<file path="src/include/p1io_params.svh">
// Purpose: Offsets, reset values and field positions of the port 1 block
// Assumes: 16-bit register address, 8-bit data
// Notes: Included by the port module and the bench
`ifndef P1IO_PARAMS_SVH
`define P1IO_PARAMS_SVH
`define P1IO_ADDR_MODE 16'hffc8
`define P1IO_ADDR_DATA 16'hffd4
`define P1IO_ADDR_PULL 16'hffe0
`define P1IO_ADDR_DIR 16'hffe4
`define P1IO_ADDR_EDGE 16'hffe8
`define P1IO_RESET_VAL 8'h00
`define P1IO_DIR_READ 8'hff
`define P1IO_BIT_TA_CLK 0
`define P1IO_BIT_TF_LOW 1
`define P1IO_BIT_TF_HIGH 2
`define P1IO_BIT_CAPT 3
`define P1IO_BIT_PWM 4
`define P1IO_BIT_EXT_ONE 5
`define P1IO_BIT_EXT_TWO 6
`define P1IO_BIT_EXT_THREE 7
`endif

</file>
<file path="src/include/p1io_pkg.sv">
// Purpose: Types shared by the port 1 modules
// Assumes: Nothing
// Notes: Constants live in p1io_params.svh
package p1io_pkg;
    typedef struct packed {
        logic [15:0] addr;
        logic [7:0] wdata;
        logic wr;
        logic rd;
    } p1io_bus_t;
    typedef struct packed {
        logic timer_a_clock_out;
        logic timer_f_high_compare_out;
        logic timer_f_low_compare_out;
        logic pwm_out;
    } p1io_alt_out_t;
    typedef struct packed {
        logic [2:0] irq_level;
        logic [2:0] irq_edge;
        logic timer_g_capture_input;
    } p1io_alt_in_t;
endpackage : p1io_pkg

</file>
<file path="src/rtl/p1io_port.sv">
// Purpose: Port 1 general I/O with alternate pin functions
// Assumes: Single 125 MHz clock, asynchronous active-high reset
// Notes: Pin output enables are active low
//
// The plain strobed port is this design's own decision.
`timescale 1ns/1ns
`include "p1io_params.svh"
module p1io_port
    import p1io_pkg::*;
#(
    parameter int WIDTH = 8
) (
    input wire logic clk,
    input wire logic reset,
    input wire logic [15:0] addr,
    input wire logic [7:0] wdata,
    input wire logic wr,
    input wire logic rd,
    output logic [7:0] rdata,
    input wire logic [WIDTH-1:0] pin_in,
    output logic [WIDTH-1:0] pin_out,
    output logic [WIDTH-1:0] pin_oe_n,
    output logic [WIDTH-1:0] pin_pullup,
    input wire p1io_alt_out_t alt_out,
    output p1io_alt_in_t alt_in
);
    p1io_bus_t bus;
    logic [7:0] mode_r, mode_nxt;
    logic [7:0] data_r, data_nxt;
    logic [7:0] pull_r, pull_nxt;
    logic [7:0] dir_r, dir_nxt;
    logic [2:0] edge_r, edge_nxt;
    logic [7:0] rdata_nxt;
    logic [7:0] pin_sync;
    logic [7:0] out_nxt, oe_n_nxt, pu_nxt;
    logic [2:0] irq_pulse;
    logic [2:0] irq_lvl_nxt;
    logic capt_nxt;

    assign bus = '{addr: addr, wdata: wdata, wr: wr, rd: rd};

    genvar gi;
    generate
        for (gi = 0; gi < 8; gi++) begin : g_sync
            p1io_sync u_sync (
                .clk(clk),
                .reset(reset),
                .d(pin_in[gi]),
                .q(pin_sync[gi])
            );
        end
        for (gi = 0; gi < 3; gi++) begin : g_edge
            p1io_edge u_edge (
                .clk(clk),
                .reset(reset),
                .en(mode_r[`P1IO_BIT_EXT_ONE + gi]),
                .rise_sel(edge_r[gi]),
                .d(pin_sync[`P1IO_BIT_EXT_ONE + gi]),
                .pulse(irq_pulse[gi])
            );
        end
    endgenerate

    // Register writes
    always_comb begin
        mode_nxt = mode_r;
        data_nxt = data_r;
        pull_nxt = pull_r;
        dir_nxt = dir_r;
        edge_nxt = edge_r;
        if (bus.wr) begin
            case (bus.addr)
                `P1IO_ADDR_MODE: mode_nxt = bus.wdata;
                `P1IO_ADDR_DATA: data_nxt = bus.wdata;
                `P1IO_ADDR_PULL: pull_nxt = bus.wdata;
                `P1IO_ADDR_DIR: dir_nxt = bus.wdata;
                `P1IO_ADDR_EDGE: edge_nxt = bus.wdata[2:0];
                default: ;
            endcase
        end
    end

    // Register reads, data valid the cycle after rd
    always_comb begin
        rdata_nxt = 8'h00;
        if (bus.rd) begin
            case (bus.addr)
                `P1IO_ADDR_MODE: rdata_nxt = mode_r;
                `P1IO_ADDR_DATA: begin
                    for (int i = 0; i < 8; i++) begin
                        rdata_nxt[i] = dir_r[i] ? data_r[i] : pin_sync[i];
                    end
                end
                `P1IO_ADDR_PULL: rdata_nxt = pull_r;
                `P1IO_ADDR_DIR: rdata_nxt = `P1IO_DIR_READ;
                `P1IO_ADDR_EDGE: rdata_nxt = {5'h00, edge_r};
                default: rdata_nxt = 8'h00;
            endcase
        end
    end

    // Pin drive selection
    always_comb begin
        for (int i = 0; i < 8; i++) begin
            out_nxt[i] = data_r[i];
            oe_n_nxt[i] = !dir_r[i];
            pu_nxt[i] = pull_r[i] && !dir_r[i];
        end
        if (mode_r[`P1IO_BIT_TA_CLK]) begin
            out_nxt[0] = alt_out.timer_a_clock_out;
            oe_n_nxt[0] = 1'b0;
            pu_nxt[0] = 1'b0;
        end
        if (mode_r[`P1IO_BIT_TF_LOW]) begin
            out_nxt[1] = alt_out.timer_f_low_compare_out;
            oe_n_nxt[1] = 1'b0;
            pu_nxt[1] = 1'b0;
        end
        if (mode_r[`P1IO_BIT_TF_HIGH]) begin
            out_nxt[2] = alt_out.timer_f_high_compare_out;
            oe_n_nxt[2] = 1'b0;
            pu_nxt[2] = 1'b0;
        end
        if (mode_r[`P1IO_BIT_CAPT]) begin
            out_nxt[3] = 1'b0;
            oe_n_nxt[3] = 1'b1;
            pu_nxt[3] = pull_r[3];
        end
        if (mode_r[`P1IO_BIT_PWM]) begin
            out_nxt[4] = alt_out.pwm_out;
            oe_n_nxt[4] = 1'b0;
            pu_nxt[4] = 1'b0;
        end
        for (int k = 5; k < 8; k++) begin
            if (mode_r[k]) begin
                out_nxt[k] = 1'b0;
                oe_n_nxt[k] = 1'b1;
                pu_nxt[k] = pull_r[k];
            end
        end
        capt_nxt = mode_r[`P1IO_BIT_CAPT] & pin_sync[3];
        irq_lvl_nxt = mode_r[7:5] & pin_sync[7:5];
    end

    // Register file
    always_ff @(posedge clk or posedge reset) begin
        if (reset) begin
            mode_r <= `P1IO_RESET_VAL;
            data_r <= `P1IO_RESET_VAL;
            pull_r <= `P1IO_RESET_VAL;
            dir_r <= `P1IO_RESET_VAL;
            edge_r <= 3'h0;
        end else begin
            mode_r <= mode_nxt;
            data_r <= data_nxt;
            pull_r <= pull_nxt;
            dir_r <= dir_nxt;
            edge_r <= edge_nxt;
        end
    end

    // Read data, zero outside the cycle after a read
    always_ff @(posedge clk or posedge reset) begin
        if (reset) begin
            rdata <= 8'h00;
        end else begin
            rdata <= rdata_nxt;
        end
    end

    // Pin drive and peripheral inputs
    always_ff @(posedge clk or posedge reset) begin
        if (reset) begin
            pin_out <= 8'h00;
            pin_oe_n <= 8'hff;
            pin_pullup <= 8'h00;
            alt_in <= '0;
        end else begin
            pin_out <= out_nxt;
            pin_oe_n <= oe_n_nxt;
            pin_pullup <= pu_nxt;
            alt_in.irq_level <= irq_lvl_nxt;
            alt_in.irq_edge <= irq_pulse;
            alt_in.timer_g_capture_input <= capt_nxt;
        end
    end
endmodule : p1io_port

</file>
<file path="src/rtl/p1io_sync.sv">
// Purpose: Two-flop synchroniser for one pin
// Assumes: Pin is asynchronous to clk
// Notes: First flop feeds only the second
`timescale 1ns/1ns
module p1io_sync (
    input wire logic clk,
    input wire logic reset,
    input wire logic d,
    output logic q
);
    logic meta_r;
    logic meta_nxt;
    logic q_nxt;
    always_comb begin
        meta_nxt = d;
        q_nxt = meta_r;
    end
    always_ff @(posedge clk or posedge reset) begin
        if (reset) begin
            meta_r <= 1'b0;
            q <= 1'b0;
        end else begin
            meta_r <= meta_nxt;
            q <= q_nxt;
        end
    end
endmodule : p1io_sync

</file>
<file path="src/rtl/p1io_edge.sv">
// Purpose: Edge detector with selectable polarity for one event input
// Assumes: Input is already synchronised
// Notes: Pulse one cycle on chosen edge while enabled
`timescale 1ns/1ns
module p1io_edge (
    input wire logic clk,
    input wire logic reset,
    input wire logic en,
    input wire logic rise_sel,
    input wire logic d,
    output logic pulse
);
    logic prev_r;
    logic prev_nxt;
    logic pulse_nxt;
    always_comb begin
        prev_nxt = d;
        pulse_nxt = en && (rise_sel ? (d && !prev_r) : (!d && prev_r));
    end
    always_ff @(posedge clk or posedge reset) begin
        if (reset) begin
            prev_r <= 1'b0;
            pulse <= 1'b0;
        end else begin
            prev_r <= prev_nxt;
            pulse <= pulse_nxt;
        end
    end
endmodule : p1io_edge

</file>
<file path="config.mk">
export PLATFORM = sky130hd
export DESIGN_NAME = p1io_port
export DESIGN_NICKNAME = d
export VERILOG_FILES = /design/src/include/p1io_pkg.sv /design/src/rtl/p1io_port.sv /design/src/rtl/p1io_sync.sv /design/src/rtl/p1io_edge.sv
export VERILOG_INCLUDE_DIRS = /design/src /design/src/include
export SDC_FILE = /design/constraint.sdc
export NUM_CORES = 1
export LEC_CHECK = 0
export ABC_AREA = 1
export BUFFER_PORTS_ARGS = -buffer_cell sky130_fd_sc_hd__buf_2
export CAP_MARGIN = 20
export CELL_PAD_IN_SITES_DETAIL_PLACEMENT = 0
export CELL_PAD_IN_SITES_GLOBAL_PLACEMENT = 1
export CORE_MARGIN = 1
export CORE_UTILIZATION = 45
export CTS_BUF_LIST = sky130_fd_sc_hd__clkbuf_16
export CTS_CLUSTER_SIZE = 24
export DETAILED_ROUTE_END_ITERATION = 6
export HOLD_SLACK_MARGIN = 0.08
export PLACE_DENSITY = 0.83
export SYNTH_ARGS = -nofsm -noshare
export SYNTH_HDL_FRONTEND = slang
export SYNTH_HIERARCHICAL = 1
export SYNTH_SLANG_ARGS = --single-unit
</file>
<file path="constraint.sdc">
create_clock -name clk -period 3.1 [get_ports clk]
set_clock_uncertainty 0.05 [all_clocks]
set_input_delay 0.31 -clock clk [delete_from_list [all_inputs] [get_ports clk]]
set_output_delay 0.31 -clock clk [all_outputs]
set_load 0.05 [all_outputs]
</file>
* Word level (Yosys, flattened, before mapping) *
Index checks and enable logic that the tools add are counted.

word-level totals
  register bits = 96
  bits in latches = 0
  memory bits (writable) = 0
  ROM bits = 0
  bits of input ports = 40
  output and inout bits = 39
  word-level logic and storage cells = 114
  memories kept = 0

operators by class
  add/sub/neg operators = 0
  multipliers = 0
  div/mod/pow operators = 0
  $lt $le $gt $ge = 0
  equal/unequal tests = 5
  shift operators = 0
  mux-type cells = 37
  bitwise logic cells = 2
  reduce and logical (&&, ||, !) cells = 36

operators by type and width
  cell                  number
  $eq 16x16->1 const B  5
  $pmux 8 s5            1
  $mux 1                35
  $logic_and 1x1->1     17
  $logic_not 1->1       14
  $reduce_and 2->1      5
  $mux 8                1
  $and 3x3->3           1
  $and 1x1->1           1

* Longest topological paths before layout *
Gate-level depths: netlist of run 1.

  depth in word-level cells = 4
  mapped depth = 9
  mapped depth without buffers = 9

* Cells and area by module *
Netlist of run 1, hierarchy kept.

modules (own cells, without submodules)
  module     instances  cells an instance  area an instance (um^2)  sequential area each (um^2)
  p1io_port  1          338                3209.3                   1861.8
  p1io_sync  8          3                  53.8                     50.0
  p1io_edge  3          11                 83.8                     50.0

* Worst setup path before layout of run 1 *
Ideal clock, no wire load.

  path kind = input-to-reg
  start point = input port addr[9]
  end point = register mode_r[0]
  library setup time = 121 ps
  arrival time = 1178 ps
  data required time = 2929 ps
  slack = 1751 ps
  cell stages on the path = 8
  buffers on the path = 1
  cells stage by stage = nand2_1 > nor2_1 > nand2_2 > nor2_4 > nand3_4 > buf_6 > nand2_1 > o21ai_2

between the ends
  longest elaborated chain between the ends = 2

RTL lines
  item                        line              source
  from (decl)                 p1io_port.sv:15   input wire logic [15:0] addr,
  $eq 16x16->1                p1io_port.sv:72   case (bus.addr)
  $reduce_and 2->1 (no line)  -
  to (signal assigned)        p1io_port.sv:148  mode_r <= `P1IO_RESET_VAL;
  to (signal assigned)        p1io_port.sv:154  mode_r <= mode_nxt;
  to (decl)                   p1io_port.sv:28   logic [7:0] mode_r, mode_nxt;

Every way passes these cells.
A chain may end at the register's enable or synchronous reset.

==> qor.txt, run 1 <==
Status - finished clean
Fin crit share - 50.6%
Global Route Usage Sum - 19.5%
Top FF cell, synth - dfrtp_1
Gp weighted congestion - 0.782
Hold Path End - pin_out[4]
Die Y - 95.0 microns
Clock tree root driver cell - clkbuf_16
Core ar. - 8300 sq um
Startpoint Class - primary input
Netlist cell types - 22
Non-Filler Instances - 599
Leading cell types in the layout, fill and taps excluded - dfrtp_1, buf_2, nand2_1
Share of layout cells above drive strength 1 - 29.4%
CP endpoint kind - asynchronous set/reset pin
Drt total wl - 7780 microns
Number of global-route vias before repair - 2719
Reg-to-Reg End - rdata[5]
Critical path, cell by cell - dlygate4sd3_1 > buf_2 > inv_2 > buf_12
Seq cells post-synth - 96
Starting Density - 46.9%
Least-Margin Pin Slew - 0.758 ns
TritonCTS clock tree - yes
Critical path's top delay family - buffers and inverters
DRC viols - 0
Number of port buffers - 78
Inst Count DP - 574
Mapped cell area - 3890 sq um
R2R Setup Slk - 1.97 ns
CP arrival - 1.98 ns
Via count - 2813
Die Footprint - 9020 sq um
Clk buf depth - 2
Peak supply drop - 298 uV
Number of flops mapped to enable cells by yosys - 0
Die width - 95.0 microns
Largest net degree at the start of global routing - 43
Post-synthesis sequential area ratio - 62.0%
Commonest non-fill, non-tap cell in the layout - dfrtp_1
Via/cell ratio - 4.70
Setup tns final - 0 ns
DP HPWL - 5450 microns
Fin crit period - 1.57 ns
Yosys warnings - 6
Mapped Cells - 395
Antenna viol nets, final - 0
Inserted Clock Buffers - 9
Req. time, crit path - 3.51 ns
F_max - 637 MHz
Hold Path Stages - 3
Max-slew violation count - 0
CP Max Fanout - 42
Num rows - 33
Total setup buffers inserted after CTS - 0
HP Class - in2reg
Avg Synthesized Cell Area - 9.85 sq um
Initial antenna violation count - 0
Static Leak - 0.00242 uW
CTS sink count - 96
Worst r2r src - dir_r[5]
Register-to-Register Path Depth - 6
Max cap viols - 0
ANT cells - 0
Hold Vio Cnt, Final - 0
Clk Latency, worst-skew pair - 0.34 ns
Unrepaired setup endpoints after global routing - no
Total gr overflow - 0
Cell taking the most area after synthesis - dfrtp_1
Worst-path clk slew - 0.06 ns
Initial drt markers - 149
Post-synth top area share - 56.6%
# H-tree levels - 3
Final Total Pwr - 2380 uW
Synth async-reset ratio - 100%
Nets - 529
End-of-flow core utilization - 57.1%
Hold path start - alt_out[0]
Max_slew headroom - 49.4%
PwrDens - 503 nW/um^2
Number of setup violations in the final report - 0
Setup CP Type - in2async
Synth top area cells - dfrtp_1, nand2_1, inv_1
Area Growth Syn to Fin - 21.8%
Global-route wire length before repair - 13100 microns
Critical Path Max Stage Delay - 0.56 ns
IO Pins - 79
Buf/Inv on CP - 4
Post-synth net total - 435
CP max stage cell - inv_2
Drt first pass iters - 4
Final WS setup - 1.53 ns
Worst Setup Slack post-DPL - 1.26 ns
Drt wl/cell - 13.0 microns
-- cells in the mapped netlist (2+ instances only) --
library cell and number:
nand3_1 35, inv_1 64, dfstp_2 8, nand3_4 2, nor2_2 2, nand2_2 7, nand2_1 74, buf_6 5
mux2_2 3, a21oi_1 4, dfrtp_1 88, inv_2 2, nor2_4 4, nor2_1 45, o21ai_0 18, o21ai_1 6
o21ai_2 20, nor3_1 4
-- worst max-delay path by stage --
stage	start	to	slack, ns	cells after the start
final	reset	pin_oe_n[2]	1.53	4
after global routing	reset	pin_oe_n[2]	1.34	4
after CTS	reset	pin_oe_n[2]	1.46	4
after detailed placement	addr[4]	pull_r[4]	1.26	7
after global placement	addr[4]	pull_r[4]	1.27	7
after floorplan	reset	alt_in[0]	0.87	1
-- repair_timing --
item | in CTS | in global routing
hold endpoints to repair | 30 | 0
gates resized for setup | 0 | 0
hold buffers | 9 | 0
-- tightest hold or removal path: cells and delay by family --
kind	cells	cell delay (ns)
AND/OR/NAND/NOR	2	0.09
buffers and inverters	1	0.08
-- state kept, by name, indices dropped and copies added, names as in the netlist --
name / cells
edge_r: 3
alt_in: 7
g_edge.u_edge/pulse: 3
pin_oe_n: 8
g_sync.u_sync/meta_r: 8
pin_out: 8
pin_pullup: 8
g_edge.u_edge/prev_r: 3
mode_r: 8
pull_r: 8
dir_r: 8
data_r: 8
rdata: 8
g_sync.u_sync/q: 8
-- final cells by class --
type,instances,area (sq um)
clock buffers,9,225
clock inverters,7,46.3
fillers,745,3560
inverters,66,248
multi-input cells,228,1170
flip-flops and latches,96,2410
well taps,105,131
repair buffers,88,500
-- cells by family (layout without fill, tap and decap cells) --
group,Yosys count,count (layout),synth area share (%)
compound gates,48,48,8.10
buf+inv,71,170,7.81
flops,96,96,62.0
mux,3,3,0.868
simple gates,177,177,21.2
-- metrics by stage --
stage / hold slack [ns] / instance area [sq um]
4_1_cts: 0.129 / 4740
3_3_place_gp: 0.273 / 4380
3_5_place_dp: 0.275 / 4380
6_report: 0.134 / 4740
2_1_floorplan: 0.00118 / 3890
5_1_grt: 0.132 / 4740
-- power by group --
part / switching, uW / leakage (uW) / internal [uW]
combinational: 66.9 / 0.00110 / 38.1
clock: 464 / 0.000131 / 542
sequential: 5.51 / 0.00119 / 1270
total: 536 / 0.00242 / 1850
-- layer usage --
metal	share of wire, %	track usage [%]	up-vias
met1	48	27.3	1314
met3	5.0	4.35	8
met2	46	30.2	68
met4	1.2	6.19	0
li1	-	-	1423
met5	0	0	-
(Power assumes the default switching activity.)
==> run 2: changes to the inputs <==
--- a/config.mk
+++ b/config.mk
@@ -12,12 +12,12 @@
 export CELL_PAD_IN_SITES_DETAIL_PLACEMENT = 0
 export CELL_PAD_IN_SITES_GLOBAL_PLACEMENT = 1
 export CORE_MARGIN = 1
-export CORE_UTILIZATION = 45
+export CORE_UTILIZATION = 41
 export CTS_BUF_LIST = sky130_fd_sc_hd__clkbuf_16
 export CTS_CLUSTER_SIZE = 24
 export DETAILED_ROUTE_END_ITERATION = 6
 export HOLD_SLACK_MARGIN = 0.08
-export PLACE_DENSITY = 0.83
+export PLACE_DENSITY = 0.76
 export SYNTH_ARGS = -nofsm -noshare
 export SYNTH_HDL_FRONTEND = slang
 export SYNTH_HIERARCHICAL = 1
==> constraint.sdc (replaced) <==
create_clock -name clk -period 1.57 [get_ports clk]
set_clock_uncertainty 0.05 [all_clocks]
set_input_delay 0.157 -clock clk [delete_from_list [all_inputs] [get_ports clk]]
set_output_delay 0.157 -clock clk [all_outputs]
set_load 0.05 [all_outputs]
==> run 2 against run 1 <==
Clock-buffer cell count unchanged. Highest routed layer unchanged. Cell count increased by 4.5%. Critical path depth decreased by 3. Cell area increased by 5.5%. Die area increased by 9.5%. Critical endpoint is now pin_oe_n[3]. Core utilization decreased by 2.7 points. Non-clock buffer count increased by 21. Combinational power increased by 130%. Global-route usage decreased by 0.73 points. Sequential cell count unchanged. Wire length increased by 7.3%.
==> qor.txt, run 2 (synthesized netlist as in run 1, its figures left out) <==
IO Pins - 79
DP Area - 4470 sq um
Die Y - 99.4 microns
Total setup buffers inserted after CTS - 0
CP Depth - 1
Global-route wire length before repair - 14100 microns
Inserted Clock Buffers - 9
Fin crit share - 84.2%
R2R Setup Slk - 0.38 ns
Area Growth Syn to Fin - 28.5%
Final Total Pwr - 5070 uW
Fin crit period - 1.32 ns
Critical path's top delay family - flip-flops
Starting Density - 42.3%
Critical Path Max Stage Delay - 0.53 ns
F_max - 757 MHz
Critical Path End - pin_oe_n[3]
Setup CP Type - reg2out
Nets - 550
Final WS setup - 0.248 ns
Initial drt markers - 119
Inst Count DP - 589
Die Footprint - 9880 sq um
Req. time, crit path - 1.36 ns
Drt first pass iters - 4
Global Route Usage Sum - 18.8%
Antenna viol nets, final - 0
DRC viols - 0
Commonest non-fill, non-tap cell in the layout - dfrtp_1
ANT cells - 0
Total gr overflow - 0
Worst r2r src - dir_r[7]
Setup tns final - 0 ns
Drt total wl - 8350 microns
CP endpoint kind - output port
Num rows - 35
Unrepaired setup endpoints after global routing - no
Startpoint Class - register
# H-tree levels - 3
TritonCTS clock tree - yes
Worst-path clk slew - 0.07 ns
Largest net degree at the start of global routing - 47
PwrDens - 1010 nW/um^2
CP arrival - 1.11 ns
Register-to-Register Path Depth - 5
DP HPWL - 5900 microns
Via count - 2915
Via/cell ratio - 4.66
Reg-to-Reg End - rdata[7]
Clk Latency, worst-skew pair - 0.34 ns
Clock tree root driver cell - clkbuf_16
Buf/Inv on CP - 1
Peak supply drop - 548 uV
Status - finished clean
Non-Filler Instances - 626
Least-Margin Pin Slew - 0.446 ns
Number of setup violations in the final report - 0
Worst Setup Slack post-DPL - 0.0837 ns
Share of layout cells above drive strength 1 - 30.1%
Critical path, cell by cell - buf_2
CP max stage cell - dfstp_2
HP Class - in2reg
Hold Vio Cnt, Final - 0
Static Leak - 0.00254 uW
Number of global-route vias before repair - 2863
CTS sink count - 96
Initial antenna violation count - 0
CP startpoint - pin_oe_n[3]
CP Max Fanout - 1
Die width - 99.4 microns
Number of port buffers - 78
Gp weighted congestion - 0.811
Max-slew violation count - 0
Max cap viols - 0
Max_slew headroom - 70.1%
Clk buf depth - 2
Core ar. - 9200 sq um
Leading cell types in the layout, fill and taps excluded - dfrtp_1, buf_2, nand2_1
Drt wl/cell - 13.3 microns
Final instance area - 5000 sq um
[run 2: cell count changes in the layout (fill, tap and decap cells not counted), sizes merged]
cell / change
bufinv: +2
clkinv: -3
buf: +9
clkinvlp: +1
dlygate4sd3: +12
[run 2: area by class of cell]
cell class | instances | area, sq um
multi-input cells | 228 | 1170
fillers | 860 | 4200
inverters | 66 | 251
clock buffers | 9 | 225
well taps | 111 | 139
flip-flops and latches | 96 | 2410
clock inverters | 7 | 96.3
repair buffers | 109 | 701
[run 2: repair_timing]
| action | CTS | global route |
|---|---|---|
| gates resized for setup | 0 | 0 |
| hold endpoints to repair | 83 | 0 |
| setup endpoints to repair | 0 | 0 |
| hold buffers | 21 | 0 |
[run 2: how the worst min path moves through the flow]
stage	cells after the start	startpoint	endpoint	slack, ns
floorplan	1	reset	g_edge[0].u_edge/prev_r	-0.15
global placement	2	reset	g_sync[6].u_sync/meta_r	0.14
detailed placement	2	reset	g_sync[5].u_sync/meta_r	0.14
CTS	3	rd	rdata[2]	0.09
global route	3	rd	rdata[2]	0.10
finish	3	rd	rdata[2]	0.11
[run 2: per-layer routing]
| layer | GRT usage (%) | part of all wire, % |
|---|---|---|
| met1 | 25.5 | 46 |
| met2 | 29.4 | 47 |
| met3 | 3.87 | 4.5 |
| met4 | 8.03 | 2.2 |
| met5 | 0 | 0 |
[run 2: metrics by stage]
stage / hold slack [ns] / utilization (%)
after floorplan: -0.152 / -
after global placement: 0.139 / 48.6
after detailed placement: 0.143 / 48.6
after CTS: 0.0867 / 54.4
after global routing: 0.103 / 54.4
final: 0.111 / 54.4
[run 2: power breakdown]
group / internal, uW / switching (uW)
Combinational: 98.6 / 140
Clock: 1400 / 919
Sequential: 2500 / 11.1
Total: 4000 / 1070
==> run 3: changes to the inputs <==
==> constraint.sdc (replaced) <==
create_clock -name clk -period 1.23 [get_ports clk]
set_clock_uncertainty 0.05 [all_clocks]
set_input_delay 0.123 -clock clk [delete_from_list [all_inputs] [get_ports clk]]
set_output_delay 0.123 -clock clk [all_outputs]
set_load 0.05 [all_outputs]
==> run 3 against run 2 <==
Worst setup slack worse by 0.22 ns. Sequential cell count unchanged. Critical path depth unchanged. Power up 25%. Combinational power up 32%. Register-to-register slack worse by 0.26 ns. Critical path type unchanged. Highest routed layer unchanged.
==> qor.txt, run 3 (synthesized netlist as in run 1, its figures left out) <==
Status - finished clean
Area Growth Syn to Fin - 31.4%
CP endpoint kind - output port
Hold path start - wr
CTS sink count - 96
Num rows - 35
Inserted Clock Buffers - 9
Drt first pass iters - 4
Register-to-Register Path Depth - 6
Global-route wire length before repair - 13600 microns
Gp weighted congestion - 0.834
HP Class - in2reg
Req. time, crit path - 1.06 ns
Starting Density - 42.3%
Share of layout cells above drive strength 1 - 30.6%
Antenna viol nets, final - 0
Peak supply drop - 709 uV
Fin crit period - 1.20 ns
Commonest non-fill, non-tap cell in the layout - dfrtp_1
Max cap viols - 0
Hold Path Stages - 3
Via/cell ratio - 4.68
Drt total wl - 8320 microns
CP max stage cell - dfstp_2
Startpoint Class - register
Unrepaired setup endpoints after global routing - no
Hold Slack - 0.255 ns
Final WS setup - 0.0315 ns
# H-tree levels - 3
CP Max Fanout - 1
Number of setup violations in the final report - 0
Die width - 99.4 microns
Drt wl/cell - 13.2 microns
Initial drt markers - 114
IO Pins - 79
Worst r2r src - dir_r[1]
Clk Latency, worst-skew pair - 0.34 ns
Hold Path End - data_r[0]
Global Route Usage Sum - 18.4%
DRC viols - 0
PwrDens - 1240 nW/um^2
CP arrival - 1.03 ns
Via count - 2954
Static Leak - 0.00260 uW
Total gr overflow - 0
R2R Setup Slk - 0.12 ns
Max-slew violation count - 0
Critical path, cell by cell - buf_8
Setup CP Type - reg2out
Leading cell types in the layout, fill and taps excluded - dfrtp_1, nand2_1, buf_2
Max_slew headroom - 78.0%
Worst-path clk slew - 0.07 ns
Reg-to-Reg End - rdata[1]
Initial antenna violation count - 0
Die Y - 99.4 microns
Number of port buffers - 78
Core ar. - 9200 sq um
Hold Vio Cnt, Final - 0
ANT cells - 0
TritonCTS clock tree - yes
Die Footprint - 9880 sq um
Worst Setup Slack post-DPL - -0.134 ns
Buf/Inv on CP - 1
Clk buf depth - 2
Clock tree root driver cell - clkbuf_16
F_max - 834 MHz
Largest net degree at the start of global routing - 39
Nets - 555
Critical Path Max Stage Delay - 0.54 ns
Least-Margin Pin Slew - 0.330 ns
Number of global-route vias before repair - 2821
Critical path's top delay family - flip-flops
Fin crit share - 97.4%
DP HPWL - 5750 microns
==> run 3: where the power goes <==
part / leakage [uW] / internal, uW / switching, uW
Clock: 0.000142 / 1600 / 1220
Combinational: 0.00127 / 135 / 178
Sequential: 0.00119 / 3190 / 13.9
==> run 3: what timing repair did <==
item / 4_1_cts / 5_1_grt
endpoints found under the setup margin: 8 / 7
hold buffers: 22 / 0
gates resized for setup: 11 / 7
endpoints found under the hold margin: 122 / 0
setup buffers: 0 / 0
==> run 3: per-layer routing <==
metal	wire, microns	up-vias	global-route usage, %
li1	-	1470	-
met1	3770	1399	23.7
met2	3960	75	30.2
met3	440	10	3.16
met4	146	0	9.05
met5	0	-	0
==> run 3: per-stage QoR <==
stage	cell area [sq um]	setup TNS, ns	util [%]	power (uW)	std cells
after CTS	5090	0	55.3	6420	631
after detailed placement	4540	-2.25	49.3	3530	593
after global placement	4540	-1.49	49.3	3520	593
final	5110	0	55.6	6330	631
after global routing	5110	0	55.6	6580	631
after floorplan	3890	0	-	3380	395
==> run 3: tightest hold or removal path: stages <==
cell,delay (ns)
buf_2,0.17
nand3_4,0.24
o21ai_2,0.07
==> run 3: worst max path at each step <==
stage               slack [ns]  depth (start not counted)        start           to
floorplan                 0.07                          8      addr[9]    mode_r[0]
global placement         -0.11                          7      addr[1]    mode_r[3]
detailed placement       -0.13                         10     addr[13]     rdata[0]
CTS                      0.005                          1  pin_oe_n[2]  pin_oe_n[2]
global route             0.001                          1  pin_oe_n[3]  pin_oe_n[3]
finish                    0.03                          1  pin_oe_n[3]  pin_oe_n[3]
==> run 3: layout make-up <==
cell class	count	area, sq um
Clock buffer	9	225
Clock inverter	7	77.6
Fill cell	845	4080
Inverter	66	251
Multi-Input combinational cell	228	1170
Sequential cell	96	2410
Tap cell	111	139
Timing Repair Buffer	114	832
